==> src/rtl/vfm_defines.svh <==
`ifndef VFM_DEFINES_SVH
`define VFM_DEFINES_SVH

// ==========================================================================
// Holding register addresses (each value spans two 16-bit registers)
`define VFM_ADDR_OP_MAX 16'h6A00
`define VFM_ADDR_OP_MIN 16'h6A02
`define VFM_ADDR_OP_THR 16'h6A04
`define VFM_ADDR_WARN_UP 16'h6A06
`define VFM_ADDR_WARN_LW 16'h6A08
`define VFM_ADDR_WARN_THR 16'h6A0A
`define VFM_ADDR_VOL_A1 16'h6A0C
`define VFM_ADDR_VOL_A2 16'h6A0E
`define VFM_ADDR_VOL_B 16'h6A10

// ==========================================================================
// Reset values
`define VFM_THR_RESET 32'h0000_0003
`define VFM_POS_LIMIT 32'h7F80_0000
`define VFM_NEG_LIMIT 32'hFF80_0000
`define VFM_ZERO_WORD 32'h0000_0000

// ==========================================================================
// Flag positions and timing
`define VFM_WARN_BIT 2
`define VFM_SOFT_BIT 9
`define VFM_TICK_LAST 2'h3
`define VFM_TICK_GAP 7

`endif

==> src/rtl/vfm_pkg.sv <==
package vfm_pkg;

    // One pair of limits with its integrator threshold
    typedef struct packed {
        logic [31:0] upper;
        logic [31:0] lower;
        logic [31:0] threshold;
    } limit_set_t;

    // All holding registers of the block
    typedef struct packed {
        limit_set_t op;
        limit_set_t warn;
        logic [31:0] vol_a1;
        logic [31:0] vol_a2;
        logic [31:0] vol_b;
    } regs_t;

endpackage

==> src/rtl/limit_integrator.sv <==
`timescale 1ns/100ps

module limit_integrator #(
    parameter int CNT_W = 32
) (
    input wire logic ref_clk,
    input wire logic reset,
    input wire logic tick,
    input wire logic violation,
    input wire logic [CNT_W-1:0] threshold,
    output logic flag
);

    // ======================================================================
    // Consecutive violation counter
    logic [CNT_W-1:0] cnt_reg; // Run length of violations
    logic [CNT_W-1:0] cnt_next;
    logic flag_next;

    // Count on each measurement tick, restart on a clean one
    always_comb begin
        cnt_next = cnt_reg;
        flag_next = flag;
        if (tick) begin
            if (violation) begin
                // Saturate so a long fault never wraps back to clean
                if (cnt_reg != {CNT_W{1'b1}}) begin
                    cnt_next = cnt_reg + {{(CNT_W-1){1'b0}}, 1'b1};
                end
            end else begin
                cnt_next = '0;
            end
            // Threshold zero behaves as one
            flag_next = violation && (cnt_next >= threshold);
        end
    end

    // Registers only
    always_ff @(posedge ref_clk or posedge reset) begin
        if (reset) begin
            cnt_reg <= '0;
            flag <= 1'b0;
        end else begin
            cnt_reg <= cnt_next;
            flag <= flag_next;
        end
    end
endmodule // limit_integrator

==> src/rtl/volume_flow_limit_monitor.sv <==
// Functional notes
// - Flow above upper warning limit raises warning bit2
// - Flow below lower warning limit raises warning bit2
// - Warning needs threshold consecutive ticks, default three
// - Flow above range maximum raises soft error bit9
// - Flow below range minimum raises soft error bit9
// - Range fault needs threshold consecutive ticks, default three
// - Limits reset to extremes, no warning by default
// - Limits and flow share the selected unit
// - Correction volumes reachable only with special function
// - Range limits service only, warning limits user
// - Flow forced to zero without density source
`timescale 1ns/100ps
`include "vfm_defines.svh"

module volume_flow_limit_monitor #(
    parameter int CNT_W = 32
) (
    input wire logic ref_clk,
    input wire logic reset,
    input wire logic sensor_freq_in,
    input wire logic density_ok,
    input wire logic special_function_1,
    input wire logic service_level,
    input wire logic [31:0] flow_rate,
    input wire logic reg_wr,
    input wire logic reg_rd,
    input wire logic [15:0] reg_addr,
    input wire logic [31:0] reg_wdata,
    output logic reg_ack,
    output logic reg_err,
    output logic [31:0] reg_rdata,
    output logic [31:0] vol_flow_out,
    output logic [31:0] warnings_flags,
    output logic [31:0] soft_error_flags
);

    // ======================================================================
    // Float ordering
    // Maps IEEE single to an unsigned key that sorts like the value
    function automatic logic [31:0] order_key(input logic [31:0] f);
        order_key = f[31] ? ~f : (f | 32'h8000_0000);
    endfunction

    // ======================================================================
    // Sensor frequency sync and divide by four
    logic sync1_reg, sync2_reg, sync3_reg; // Synchroniser and edge history
    logic [1:0] div_reg; // Sensor edge count
    logic [1:0] div_next;
    logic meas_tick; // One measurement cycle
    logic sensor_edge;

    assign sensor_edge = sync2_reg && !sync3_reg;
    assign meas_tick = sensor_edge && (div_reg == `VFM_TICK_LAST);

    // Divider next value
    always_comb begin
        div_next = div_reg;
        if (sensor_edge) begin
            div_next = div_reg + 2'h1;
        end
    end

    // Divider and sync registers
    always_ff @(posedge ref_clk or posedge reset) begin
        if (reset) begin
            sync1_reg <= 1'b0;
            sync2_reg <= 1'b0;
            sync3_reg <= 1'b0;
            div_reg <= 2'h0;
        end else begin
            sync1_reg <= sensor_freq_in;
            sync2_reg <= sync1_reg;
            sync3_reg <= sync2_reg;
            div_reg <= div_next;
        end
    end

    // ======================================================================
    // Flow value
    logic [31:0] vol_flow_next;

    // Zero flow without a density source
    always_comb begin
        vol_flow_next = density_ok ? flow_rate : `VFM_ZERO_WORD;
    end

    // Flow register
    always_ff @(posedge ref_clk or posedge reset) begin
        if (reset) begin
            vol_flow_out <= `VFM_ZERO_WORD;
        end else begin
            vol_flow_out <= vol_flow_next;
        end
    end

    // ======================================================================
    // Holding registers
    vfm_pkg::regs_t regs_reg; // Stored limits and volumes
    vfm_pkg::regs_t regs_next;
    logic ack_next, err_next;
    logic [31:0] rdata_next;
    logic access;

    assign access = reg_wr || reg_rd;

    // Address decode and write effects
    always_comb begin
        regs_next = regs_reg;
        ack_next = access;
        err_next = 1'b0;
        rdata_next = reg_rdata;
        if (!access) begin
            rdata_next = reg_rdata; // Idle, hold last answer
        end else if (reg_addr == `VFM_ADDR_OP_MAX) begin
            rdata_next = regs_reg.op.upper;
            if (reg_wr && service_level) regs_next.op.upper = reg_wdata;
            else if (reg_wr) err_next = 1'b1;
        end else if (reg_addr == `VFM_ADDR_OP_MIN) begin
            rdata_next = regs_reg.op.lower;
            if (reg_wr && service_level) regs_next.op.lower = reg_wdata;
            else if (reg_wr) err_next = 1'b1;
        end else if (reg_addr == `VFM_ADDR_OP_THR) begin
            rdata_next = regs_reg.op.threshold;
            if (reg_wr && service_level) regs_next.op.threshold = reg_wdata;
            else if (reg_wr) err_next = 1'b1;
        end else if (reg_addr == `VFM_ADDR_WARN_UP) begin
            rdata_next = regs_reg.warn.upper;
            if (reg_wr) regs_next.warn.upper = reg_wdata;
        end else if (reg_addr == `VFM_ADDR_WARN_LW) begin
            rdata_next = regs_reg.warn.lower;
            if (reg_wr) regs_next.warn.lower = reg_wdata;
        end else if (reg_addr == `VFM_ADDR_WARN_THR) begin
            rdata_next = regs_reg.warn.threshold;
            if (reg_wr) regs_next.warn.threshold = reg_wdata;
        end else if (!special_function_1 && (reg_addr == `VFM_ADDR_VOL_A1 ||
                     reg_addr == `VFM_ADDR_VOL_A2 || reg_addr == `VFM_ADDR_VOL_B)) begin
            err_next = 1'b1;
            rdata_next = `VFM_ZERO_WORD;
        end else if (reg_addr == `VFM_ADDR_VOL_A1) begin
            rdata_next = regs_reg.vol_a1;
            if (reg_wr) regs_next.vol_a1 = reg_wdata;
        end else if (reg_addr == `VFM_ADDR_VOL_A2) begin
            rdata_next = regs_reg.vol_a2;
            if (reg_wr) regs_next.vol_a2 = reg_wdata;
        end else if (reg_addr == `VFM_ADDR_VOL_B) begin
            rdata_next = regs_reg.vol_b;
            if (reg_wr) regs_next.vol_b = reg_wdata;
        end else begin
            err_next = 1'b1; // Unmapped address
            rdata_next = `VFM_ZERO_WORD;
        end
    end

    // Register file, limits open wide at reset
    always_ff @(posedge ref_clk or posedge reset) begin
        if (reset) begin
            regs_reg.op.upper <= `VFM_POS_LIMIT;
            regs_reg.op.lower <= `VFM_NEG_LIMIT;
            regs_reg.op.threshold <= `VFM_THR_RESET;
            regs_reg.warn.upper <= `VFM_POS_LIMIT;
            regs_reg.warn.lower <= `VFM_NEG_LIMIT;
            regs_reg.warn.threshold <= `VFM_THR_RESET;
            regs_reg.vol_a1 <= `VFM_ZERO_WORD;
            regs_reg.vol_a2 <= `VFM_ZERO_WORD;
            regs_reg.vol_b <= `VFM_ZERO_WORD;
            reg_ack <= 1'b0;
            reg_err <= 1'b0;
            reg_rdata <= `VFM_ZERO_WORD;
        end else begin
            regs_reg <= regs_next;
            reg_ack <= ack_next;
            reg_err <= err_next;
            reg_rdata <= rdata_next;
        end
    end

    // ======================================================================
    // Limit comparison
    // Flow and limits are both in the selected unit, compared as given
    logic warn_viol, op_viol; // Present violation per limit pair
    logic warn_flag, op_flag; // Integrated flags
    logic [31:0] flow_key;

    assign flow_key = order_key(vol_flow_out);
    assign warn_viol = (flow_key > order_key(regs_reg.warn.upper)) ||
                       (flow_key < order_key(regs_reg.warn.lower));
    assign op_viol = (flow_key > order_key(regs_reg.op.upper)) ||
                     (flow_key < order_key(regs_reg.op.lower));

    // Warning integrator
    limit_integrator #(.CNT_W(CNT_W)) u_warn_int (
        .ref_clk(ref_clk),
        .reset(reset),
        .tick(meas_tick),
        .violation(warn_viol),
        .threshold(regs_reg.warn.threshold[CNT_W-1:0]),
        .flag(warn_flag)
    );

    // Operating range integrator
    limit_integrator #(.CNT_W(CNT_W)) u_op_int (
        .ref_clk(ref_clk),
        .reset(reset),
        .tick(meas_tick),
        .violation(op_viol),
        .threshold(regs_reg.op.threshold[CNT_W-1:0]),
        .flag(op_flag)
    );

    // Flag words, other bits belong to other blocks
    always_comb begin
        warnings_flags = `VFM_ZERO_WORD;
        soft_error_flags = `VFM_ZERO_WORD;
        warnings_flags[`VFM_WARN_BIT] = warn_flag;
        soft_error_flags[`VFM_SOFT_BIT] = op_flag;
    end
endmodule // volume_flow_limit_monitor

==> config.mk <==
export PLATFORM = sky130hd
export DESIGN_NAME = volume_flow_limit_monitor
export DESIGN_NICKNAME = d
export VERILOG_FILES = /design/src/rtl/vfm_pkg.sv /design/src/rtl/limit_integrator.sv /design/src/rtl/volume_flow_limit_monitor.sv
export VERILOG_INCLUDE_DIRS = /design/src /design/src/rtl
export SDC_FILE = /design/constraint.sdc
export NUM_CORES = 1
export LEC_CHECK = 0
export BUFFER_PORTS_ARGS = -buffer_cell sky130_fd_sc_hd__buf_2
export CORE_UTILIZATION = 45
export DETAILED_ROUTE_END_ITERATION = 8
export PLACE_DENSITY_LB_ADDON = 0.05
export SLEW_MARGIN = 20
export SYNTH_ARGS = -nofsm -noshare
export SYNTH_HDL_FRONTEND = slang
export SYNTH_SLANG_ARGS = --single-unit
==> constraint.sdc <==
create_clock -name ref_clk -period 17.1 [get_ports ref_clk]
set_input_delay 0.855 -clock ref_clk [delete_from_list [all_inputs] [get_ports ref_clk]]
set_output_delay 0.855 -clock ref_clk [all_outputs]
set_load 0.02 [all_outputs]
### Word-level counts from Yosys, hierarchy flattened

Cells that the tools add are included.

| storage, ports and cells | value |
|---|---|
| flip-flop bits (word level) | 425 |
| logic and storage cells | 113 |

| cells by class | value |
|---|---|
| add/sub/neg operators | 3 |
| order comparisons | 6 |
| eq/ne operators | 12 |
| muxes and demuxes | 35 |
| bitwise operators | 14 |
| reductions and logical operators | 22 |

Operators with widths:

| kind | number |
|---|---|
| 32-bit two-way mux | 22 |
| 32-bit inverter | 5 |
| 16-bit by 15-bit == test with 1-bit output (second input constant) | 9 |
| 32-bit by 1-bit adder with 32-bit output (second input constant) | 2 |
| 32-bit greater-or-equal comparator | 2 |
| 32-bit greater-than comparator | 2 |
| 32-bit less-than comparator | 2 |
| 32-bit != test (second input constant) | 2 |
| 1-bit two-way mux | 13 |
| 12-bit AND reduction | 1 |
| 11-bit AND reduction | 1 |
| 10-bit AND reduction | 1 |
| 1-bit inverter | 9 |
| 8-bit AND reduction | 1 |
| 7-bit AND reduction | 1 |
| 1-bit logical AND | 6 |
| 6-bit AND reduction | 1 |
| 1-bit logical OR | 5 |
| 5-bit AND reduction | 1 |
| 4-bit AND reduction | 1 |
| 3-bit AND reduction | 1 |
| 2-bit by 1-bit adder with 2-bit output (second input constant) | 1 |
| 2-bit == test (second input constant) | 1 |
| 1-bit logical NOT | 2 |

### Logic depth before layout (Yosys ltp)

Gate-level depths: netlist (run 1).

| depth | value |
|---|---|
| depth in word-level cells | 12 |
| gate-level depth with buffers | 23 |

### Cells and area by module

From an unflattened synthesis (run 1), not the netlist that was laid out.

| second synthesis, totals | value |
|---|---|
| cells, all modules | 2641 |
| area, all modules | 27294.9 um^2 |

By module, submodules not included:

| module | times used | cells an instance | area each (um^2) | sequential area each (um^2) |
|---|---|---|---|---|
| volume_flow_limit_monitor | 1 | 1749 | 20430.8 | 9031.2 |
| limit_integrator | 2 | 446 | 3432.0 | 825.8 |

### Worst setup path after synthesis (run 1)

OpenSTA, ideal clock, no wires.

| path | value |
|---|---|
| kind | flip-flop to flip-flop |
| start point | register vol_flow_out[31] |
| end point | register u_warn_int.flag |
| arrival | 5.443 ns |
| path slack | 11.530 ns |
| cell stages (with the launch flop) | 24 |
| path buffers | 5 |
| period minus slack after synthesis | 5.570 ns |
| path through | dfrtp_1 clkbuf_1 buf_1 xor2_1 ha_1 nand4_1 nor4_1 nand2_1 or4_1 o31ai_1 o21a_1 clkbuf_1 clkbuf_1 clkbuf_1 nor2_1 ha_1 a21o_1 a31oi_1 o21ai_0 a2111o_1 a221oi_1 o41ai_1 a211oi_1 o21ai_0 |

| between the ends | value |
|---|---|
| longest elaborated chain between the ends | 8 |
| elaborated cells between the ends (all ways) | 9 |
| classes of those cells | 3 x order compare; 3 x mux; 1 x bitwise; 2 x reduce/logical |

RTL lines:

| what | line | text |
|---|---|---|
| start, declared | volume_flow_limit_monitor.sv:33 | `output logic [31:0] vol_flow_out,` |
| start signal, assigned | volume_flow_limit_monitor.sv:91 | `` vol_flow_out <= `VFM_ZERO_WORD; `` |
| start signal, assigned | volume_flow_limit_monitor.sv:93 | `vol_flow_out <= vol_flow_next;` |
| 32-bit inverter | volume_flow_limit_monitor.sv:42 | `order_key = f[31] ? ~f : (f \| 32'h8000_0000);` |
| 32-bit two-way mux * | volume_flow_limit_monitor.sv:42 |  |
| 32-bit greater-than comparator or 32-bit less-than comparator (tied branches) | volume_flow_limit_monitor.sv:186, volume_flow_limit_monitor.sv:187 |  |
| 1-bit logical OR * | volume_flow_limit_monitor.sv:186 | `assign warn_viol = (flow_key > order_key(regs_reg.warn.upper)) \|\|` |
| 32-bit two-way mux | limit_integrator.sv:25 | `if (violation) begin` |
| 32-bit two-way mux | limit_integrator.sv:24 | `if (tick) begin` |
| 32-bit greater-or-equal comparator | limit_integrator.sv:34 | `flag_next = violation && (cnt_next >= threshold);` |
| 1-bit logical AND * | limit_integrator.sv:34 |  |
| end signal, assigned | limit_integrator.sv:45 | `flag <= flag_next;` |
| end, declared | limit_integrator.sv:11 | `output logic flag` |

Mark *: on every way between the ends. The rest lies on a longest branch, timed or not. The select of a mux whose other input is x is not followed.
A chain may end at the register's enable or synchronous reset.

### Worst setup path after layout (run 1)

| path | value |
|---|---|
| start point | register regs_reg[191] (netlist name) |
| end point | register u_warn_int.flag |

| between the ends | value |
|---|---|
| longest elaborated chain between the ends | 8 |

RTL lines:

| what | line | text |
|---|---|---|
| start, declared | volume_flow_limit_monitor.sv:99 | `vfm_pkg::regs_t regs_reg;` |
| start signal, assigned | volume_flow_limit_monitor.sv:171 | `regs_reg <= regs_next;` |
| 32-bit inverter | volume_flow_limit_monitor.sv:42 |  |
| 32-bit two-way mux * | volume_flow_limit_monitor.sv:42 |  |
| 32-bit greater-than comparator * | volume_flow_limit_monitor.sv:186 |  |
| 1-bit logical OR * | volume_flow_limit_monitor.sv:186 |  |
| 32-bit two-way mux | limit_integrator.sv:25 |  |
| 32-bit two-way mux | limit_integrator.sv:24 |  |
| 32-bit greater-or-equal comparator | limit_integrator.sv:34 |  |
| 1-bit logical AND * | limit_integrator.sv:34 |  |

Marked as above.

==> results of run 1 <==
==> layout make-up <==
cell class	count	area [um2]	share of cell area (%)
tap	756	946	3.28
multi-input combinational	1878	14100	48.8
inverter	87	334	1.16
sequential	425	10700	37.0
timing repair buffer	184	1050	3.64
clock buffer	77	1560	5.42
antenna	1	2.50	0.00867
clock inverter	14	204	0.706
==> worst max-delay path by stage <==
| stage | from | end | slack (ns) | cells past startpoint |
|---|---|---|---|---|
| 3_3_place_gp | regs_reg[191]$_DFFE_PP0P_ | u_warn_int.flag$_DFFE_PP0P_ | 11.12 | 19 |
| 3_5_place_dp | regs_reg[191]$_DFFE_PP0P_ | u_warn_int.flag$_DFFE_PP0P_ | 10.89 | 19 |
| 5_1_grt | regs_reg[191]$_DFFE_PP0P_ | u_warn_int.flag$_DFFE_PP0P_ | 10.44 | 19 |
| 2_1_floorplan | reset | div_reg[0]$_DFFE_PP0P_ | 4.47 | 1 |
| 6_report | regs_reg[191]$_DFFE_PP0P_ | u_warn_int.flag$_DFFE_PP0P_ | 10.88 | 19 |
| 4_1_cts | regs_reg[191]$_DFFE_PP0P_ | u_warn_int.flag$_DFFE_PP0P_ | 10.85 | 19 |
==> metrics by stage <==
step	hold slack, ns	util [%]
2_1_floorplan	0.331	-
3_3_place_gp	0.335	47.9
3_5_place_dp	0.339	48.0
4_1_cts	0.319	51.1
5_1_grt	0.336	51.1
6_report	0.349	51.1
==> power by group through the flow <==
| stage | Clock [uW] | Combinational (uW) | Sequential [uW] |
|---|---|---|---|
| after floorplan | 0 | 172 | 1050 |
| after global placement | 0 | 255 | 1050 |
| after detailed placement | 0 | 259 | 1050 |
| after CTS | 1170 | 260 | 1030 |
| after global routing | 1200 | 289 | 1030 |
| final | 1140 | 260 | 1030 |
==> kinds of logic (layout without fill, tap and decap cells) <==
family                   count (synthesis)  after routing  share of synthesized area [%]
flip-flops                             425            425                           41.4
XOR/XNOR                               214            214                           7.26
multiplexers                           239            239                           10.8
AO/OA/AOI/OAI                          539            539                           13.9
other                                    1             63                         0.0145
AND/OR/NAND/NOR                        631            631                           11.9
adder cells (fa/ha/maj)                193            193                           9.35
buffers and inverters                  287            362                           5.40
==> cells in the mapped netlist (all sizes together), types with 5 or more instances <==
| cell | instances | share of area, % |
|---|---|---|
| mux2 | 227 | 10 |
| mux2i | 12 | 0.47 |
| a222oi | 32 | 1.2 |
| o22a | 29 | 0.98 |
| nor4 | 14 | 0.36 |
| o2111ai | 30 | 1.0 |
| a21o | 23 | 0.67 |
| o211ai | 13 | 0.38 |
| dfrtp | 387 | 37 |
| o221ai | 33 | 1.1 |
| a21oi | 71 | 1.4 |
| inv | 87 | 1.3 |
| a31oi | 6 | 0.15 |
| and3 | 18 | 0.44 |
| a221oi | 5 | 0.17 |
| clkbuf | 100 | 1.5 |
| a22o | 33 | 1.1 |
| o21ai | 216 | 4.2 |
| nor2b | 19 | 0.46 |
| nor2 | 145 | 2.1 |
| o21a | 5 | 0.15 |
| or4 | 6 | 0.19 |
| nand3 | 45 | 0.89 |
| and4 | 8 | 0.27 |
| dfstp | 38 | 3.9 |
| or3 | 14 | 0.34 |
| a211oi | 15 | 0.44 |
| xor2 | 59 | 2.0 |
| buf | 100 | 2.7 |
| and2 | 41 | 0.99 |
| nor3 | 33 | 0.74 |
| nand2b | 7 | 0.17 |
| xnor2 | 155 | 5.3 |
| nand4 | 51 | 1.2 |
| ha | 193 | 9.3 |
| nand2 | 214 | 3.1 |
==> routing by layer <==
layer,vias to the layer above,GRT usage (%),part of all wire [%]
li1,9213,-,-
met3,87,5.24,6.8
met5,-,0,0.033
met2,574,40.0,43
met4,4,6.76,2.1
met1,9963,40.7,48
==> placed cells by master (no fill, tap or decap), types with 18 or more instances in the layout <==
cell type  Yosys  layout
and3_1        18      18
o2111ai_1     30      30
o22a_1        29      29
xor2_1        59      59
mux2_4        30      30
nor2b_1       19      19
a21oi_1       71      70
dfrtp_1      387     384
clkbuf_8       0      19
and2_1        41      40
mux2_2       164     164
clkbuf_16      0      51
a22o_1        33      33
buf_2         13     155
nor2_1       145     140
nor3_1        29      28
nand2_1      212     212
nand3_1       44      44
ha_1         193     193
o221ai_1      33      33
a222oi_1      32      32
o21ai_0      202     200
buf_4         68      25
mux2_1        33      33
inv_1         87      86
conb_1         1      62
dfstp_2       38      38
a21o_1        23      23
xnor2_1      155     155
nand4_1       51      51
==> worst max-delay path, cell delays in order, from the launching register on <==
cell,delay (ns)
dfrtp_2,1.01
xnor2_1,0.19
ha_1,0.35
nand4_1,0.16
nor4_1,0.68
nand2_1,0.19
or4_1,0.51
o31ai_1,0.12
o21a_2,0.27
buf_4,0.50
nor2_1,0.13
ha_1,0.32
a21o_1,0.16
a31oi_1,0.14
o21ai_0,0.11
a2111o_1,0.41
a221oi_1,0.31
o41ai_1,0.12
a211oi_1,0.24
o21ai_0,0.11
==> flow_summary.toml, run 1 <==
[placed_design]
placed_cell_area_um2 = 27100
gp_congestion = 0.890
place_ws_ns = 10.89
io_buffers = 155
dp_cells = 3330
place_hpwl_um = 58000

[floorplan]
die_y_um = 242
die_w_um = 242
rows = 87
start_util_pct = 45.7
ios = 218
die_area_um2 = 58400
coreArea_um2 = 56500

[logic_synthesis]
seq_area_frac_synth_pct = 41.4
synthesis.area_um2 = 25800
synth_edf_count = 0
yosysWarnings = 0
syn_area_per_cell_um2 = 10.2
async_reset_ff_share_pct = 100
syn_inst = 2529
synth_cell_type_count = 77
synth_ff_type = "dfrtp_1"
synth-seq-cells = 425

[worst_setup_path]
reg2regPathDepth = 19
criticalPathCategory = "reg -> reg"
rrSetupSlack_ns = 10.88
r2r_end = "u_warn_int.flag$_DFFE_PP0P_"
critPathMaxFanout = 57
regToRegStartpoint = "regs_reg[191]$_DFFE_PP0P_"
arrival_ns = 6.69
cp-end-kind = "flop"
worstSetupStartpointType = "flop"
cp.required_ns = 17.57

[clock_tree]
clk_pin_slew_ns = 0.07
clock-sinks = 425
post-cts-setup-buffer-count = 0
cts_root_buf = "clkbuf_16"
ctsResizeCount = 0
htree_levels = 2
cts_buffers = 49
cts_tree = "yes"
cts_hold_buf = 0
cts_buffer_depth = 3
clkLatencyLatePin_ns = 0.60

[power]
p_leak_uw = 0.0136
intPower_uw = 1800
ir_drop_mv = 0.0667
seqPwrFrac_pct = 42.5
combPwrFrac_pct = 10.7
power.total_uw = 2430
p_sw_share_pct = 26.1
switchingPower_uw = 636
p_per_area_nw_per_um2 = 84.3
pwr-share-clk_pct = 46.9

[worst_hold_path]
worstHoldStart = "sync1_reg$_DFF_PP0_"
holdCritPathClass = "reg -> reg"
min_to = "sync2_reg$_DFF_PP0_"
hold_path_depth = 0

[grt]
grt_max_degree = 155
grt_pass1_wl_um = 123000
grt_pass1_vias = 19500
grt_usage_pct = 27.2
grt_overflow = 0
antenna_found_initial = 3

[timing]
grt_setup_unrepaired = "no"
relSlewSlack_pct = 27.8
fin_crit_ns = 6.22
finalCritPeriodShare_pct = 36.4
fmax_ghz = 0.161
tightest_slew_ns = 1.08
drv_slew = 0
fin_tns_setup_ns = 0
setup_viol = 0
hold_viol = 0
clock_skew_ns = 0.0231
fin_ws_ns = 10.88

[drt]
vias = 19800
drt_iter0_drc = 1597
first_pass_iters = 6
routed_wl_um = 79800
postRouteAntennaNets = 0
vias_per_cell = 5.80
drc = 0
wl_per_cell_um = 23.3

[flow_run]
maxCapViolCount = 0

[layout]
drive_gt1_share_pct = 20.0
instances_no_fill = 3422
area_growth_pct = 11.8
filler_cell_count = 5162
largest_reg_flops = 288
fin_area_um2 = 28900
nets = 2906

[outcome]
status = "complete, no violations"
Note: power is estimated with default switching activity, not from simulation.
==> inputs of run 2 (changes only) <==
==> constraint.sdc (replaced) <==
create_clock -name ref_clk -period 5.2 [get_ports ref_clk]
set_input_delay 0.26 -clock ref_clk [delete_from_list [all_inputs] [get_ports ref_clk]]
set_output_delay 0.26 -clock ref_clk [all_outputs]
set_load 0.02 [all_outputs]
==> run 2 against run 1 <==
Net effect: worst setup slack worse by 11 ns; clock skew is 0.0031 ns lower; worst hold slack worse by 0.32 ns; maximum frequency is 24% higher; clock power grew to 3.3 times the previous value; wire length is 0.87% lower; cell area is 3.0% higher; global-route usage is 0.067 points lower; critical path type unchanged.
==> flow_summary.toml, run 2 (synthesis results as in run 1) <==
[outcome]
status = "complete, no violations"

[floorplan]
ios = 218
start_util_pct = 45.7
die_y_um = 242
rows = 87
die_w_um = 242
die_area_um2 = 58400
coreArea_um2 = 56500

[grt]
grt_pass1_wl_um = 122000
grt_usage_pct = 27.1
grt_max_degree = 140
antenna_found_initial = 3
grt_overflow = 0
grt_pass1_vias = 19500

[timing]
clock_skew_ns = 0.0200
holdWs_ns = 0.0309
fmax_ghz = 0.200
finalCritPeriodShare_pct = 96.2
drv_slew = 0
tightest_slew_ns = 1.06
fin_ws_ns = 0.200
setup_viol = 0
hold_viol = 0
relSlewSlack_pct = 28.9
fin_crit_ns = 5.00

[worst_hold_path]
hold_path_depth = 3
min_to = "regs_reg[125]$_DFFE_PP0P_"
holdCritPathClass = "in -> reg"
worstHoldStart = "reg_wdata[29]"

[clock_tree]
clock-sinks = 425
htree_levels = 2
cts_tree = "yes"
clk_pin_slew_ns = 0.06
clkLatencyLatePin_ns = 0.60
cts_buffers = 49
post-cts-setup-buffer-count = 0
cts_root_buf = "clkbuf_16"
cts_buffer_depth = 3

[worst_setup_path]
crit_slowest_cell = "or4_1"
critPathMaxFanout = 24
worstSetupStartpointType = "flop"
criticalPathCategory = "reg -> reg"
cp-end-kind = "flop"
reg2regPathDepth = 21
cp.required_ns = 5.67
arrival_ns = 5.47
regToRegStartpoint = "vol_flow_out[31]$_DFF_PP0_"
r2r_end = "u_warn_int.flag$_DFFE_PP0P_"
crit_top_cell = "buf_4"
rrSetupSlack_ns = 0.20
crit_path_cell_trace = "buf_12 -> xor2_1 -> buf_4 -> ha_1 -> nand4_1 -> nor4_2 -> buf_4 -> nand2_1 -> or4_1 -> o31ai_4 -> o21a_2 -> buf_4 -> nor2_1 -> ha_1 -> a21oi_1 -> o21ai_0 -> a2111o_1 -> a221oi_2 -> o41ai_1 -> a211oi_1 -> o21ai_0"
cpPeakStageDelay_ns = 0.53

[power]
intPower_uw = 6020
ir_drop_mv = 0.207
switchingPower_uw = 2090
combPwrFrac_pct = 11.3
p_leak_uw = 0.0140
p_sw_share_pct = 25.8
power.total_uw = 8120
pwr-share-clk_pct = 46.8
seqPwrFrac_pct = 41.9
p_per_area_nw_per_um2 = 273

[drt]
vias_per_cell = 5.75
drt_iter0_drc = 1643
drc = 0
routed_wl_um = 79100
first_pass_iters = 6
postRouteAntennaNets = 0
vias = 20000
wl_per_cell_um = 22.7

[layout]
seqCellArea_um2 = 10700
filler_cell_count = 5047
drive_gt1_share_pct = 21.3
multi_input_area_um2 = 14300
nets = 2973
area_growth_pct = 15.1
final_common_cell = "dfrtp_1"
antenna_cells = 0
layout_common_cells = "384 x dfrtp_1, 212 x nand2_1, 200 x o21ai_0"
largest_reg_flops = 288

[placed_design]
gp_congestion = 0.940
place_ws_ns = -0.0705
io_buffers = 155
place_hpwl_um = 58100

[flow_run]
maxCapViolCount = 0
## run 2: cell count changes in the layout (fill, tap and decap cells not counted), moves of 2 or more
| cell | before | now |
|---|---|---|
| buf_4 | 25 | 46 |
| a211oi_1 | 15 | 13 |
| buf_12 | 1 | 8 |
| xor2_2 | 0 | 21 |
| dlygate4sd3_1 | 0 | 41 |
| bufinv_16 | 5 | 9 |
| clkbuf_8 | 19 | 9 |
| a211oi_2 | 0 | 2 |
| clkbuf_1 | 7 | 9 |
| buf_16 | 2 | 0 |
| xor2_1 | 59 | 37 |
## run 2: worst max path at each step
| stage | start | to | slack (ns) |
|---|---|---|---|
| final | vol_flow_out[31]$_DFF_PP0_ | u_warn_int.flag$_DFFE_PP0P_ | 0.20 |
| after global routing | vol_flow_out[31]$_DFF_PP0_ | u_warn_int.flag$_DFFE_PP0P_ | -0.05 |
| after CTS | vol_flow_out[31]$_DFF_PP0_ | u_warn_int.flag$_DFFE_PP0P_ | 0.02 |
| after detailed placement | vol_flow_out[31]$_DFF_PP0_ | u_warn_int.flag$_DFFE_PP0P_ | -0.07 |
| after global placement | vol_flow_out[31]$_DFF_PP0_ | u_warn_int.flag$_DFFE_PP0P_ | 0.01 |
| after floorplan | reset | div_reg[0]$_DFFE_PP0P_ | -0.76 |
## run 2: repair_timing
| item | in CTS | in global routing |
|---|---|---|
| resized for setup | 1 | 28 |
| setup endpoints to repair | 1 | 2 |
| endpoints found under the hold margin | 74 | 0 |
| hold buffers | 41 | 0 |
| pin swaps | 0 | 2 |
## run 2: worst max-delay path: cells and delay by family, from the launching register on
kind                     cells  cell delay [ns]
buffers and inverters        4             0.73
AO/OA/AOI/OAI                9             1.78
XOR/XNOR                     1             0.23
adder cells (fa/ha/maj)      2             0.59
AND/OR/NAND/NOR              5             1.10
flip-flops                   1             0.42
## run 2: final cells by class
cell class,instances,area share [%]
well taps,756,3.18
inverters,87,1.11
clock inverters,19,1.11
multi-input cells,1878,48.1
flip-flops and latches,425,36.0
clock buffers,69,4.82
repair buffers,251,5.73
## run 2: power by group through the flow
stage                     registers (uW)  logic (uW)  clock network [uW]
after floorplan                     3460         569                   0
after global placement              3460         862                   0
after detailed placement            3460         875                   0
after CTS                           3400         904                3890
after global routing                3410        1020                4010
final                               3400         915                3800
## run 2: stage by stage
stage | std cells | util (%) | TNS [ns] | instance area, um2
after floorplan | 2590 | - | -295.83 | 26100
after global placement | 3356 | 48.4 | 0 | 27400
after detailed placement | 3356 | 48.4 | -0.0705 | 27400
after CTS | 3485 | 52.3 | 0 | 29500
after global routing | 3485 | 52.6 | -0.0471 | 29700
final | 3485 | 52.6 | 0 | 29700
## run 2: per-layer routing
| layer | GRT usage, % | routed length (um) | vias up |
|---|---|---|---|
| met1 | 41.1 | 38500 | 9975 |
| li1 | - | - | 9324 |
| met3 | 3.97 | 4840 | 96 |
| met4 | 6.91 | 1760 | 2 |
| met2 | 40.1 | 34000 | 628 |
| met5 | 0 | 10 | - |
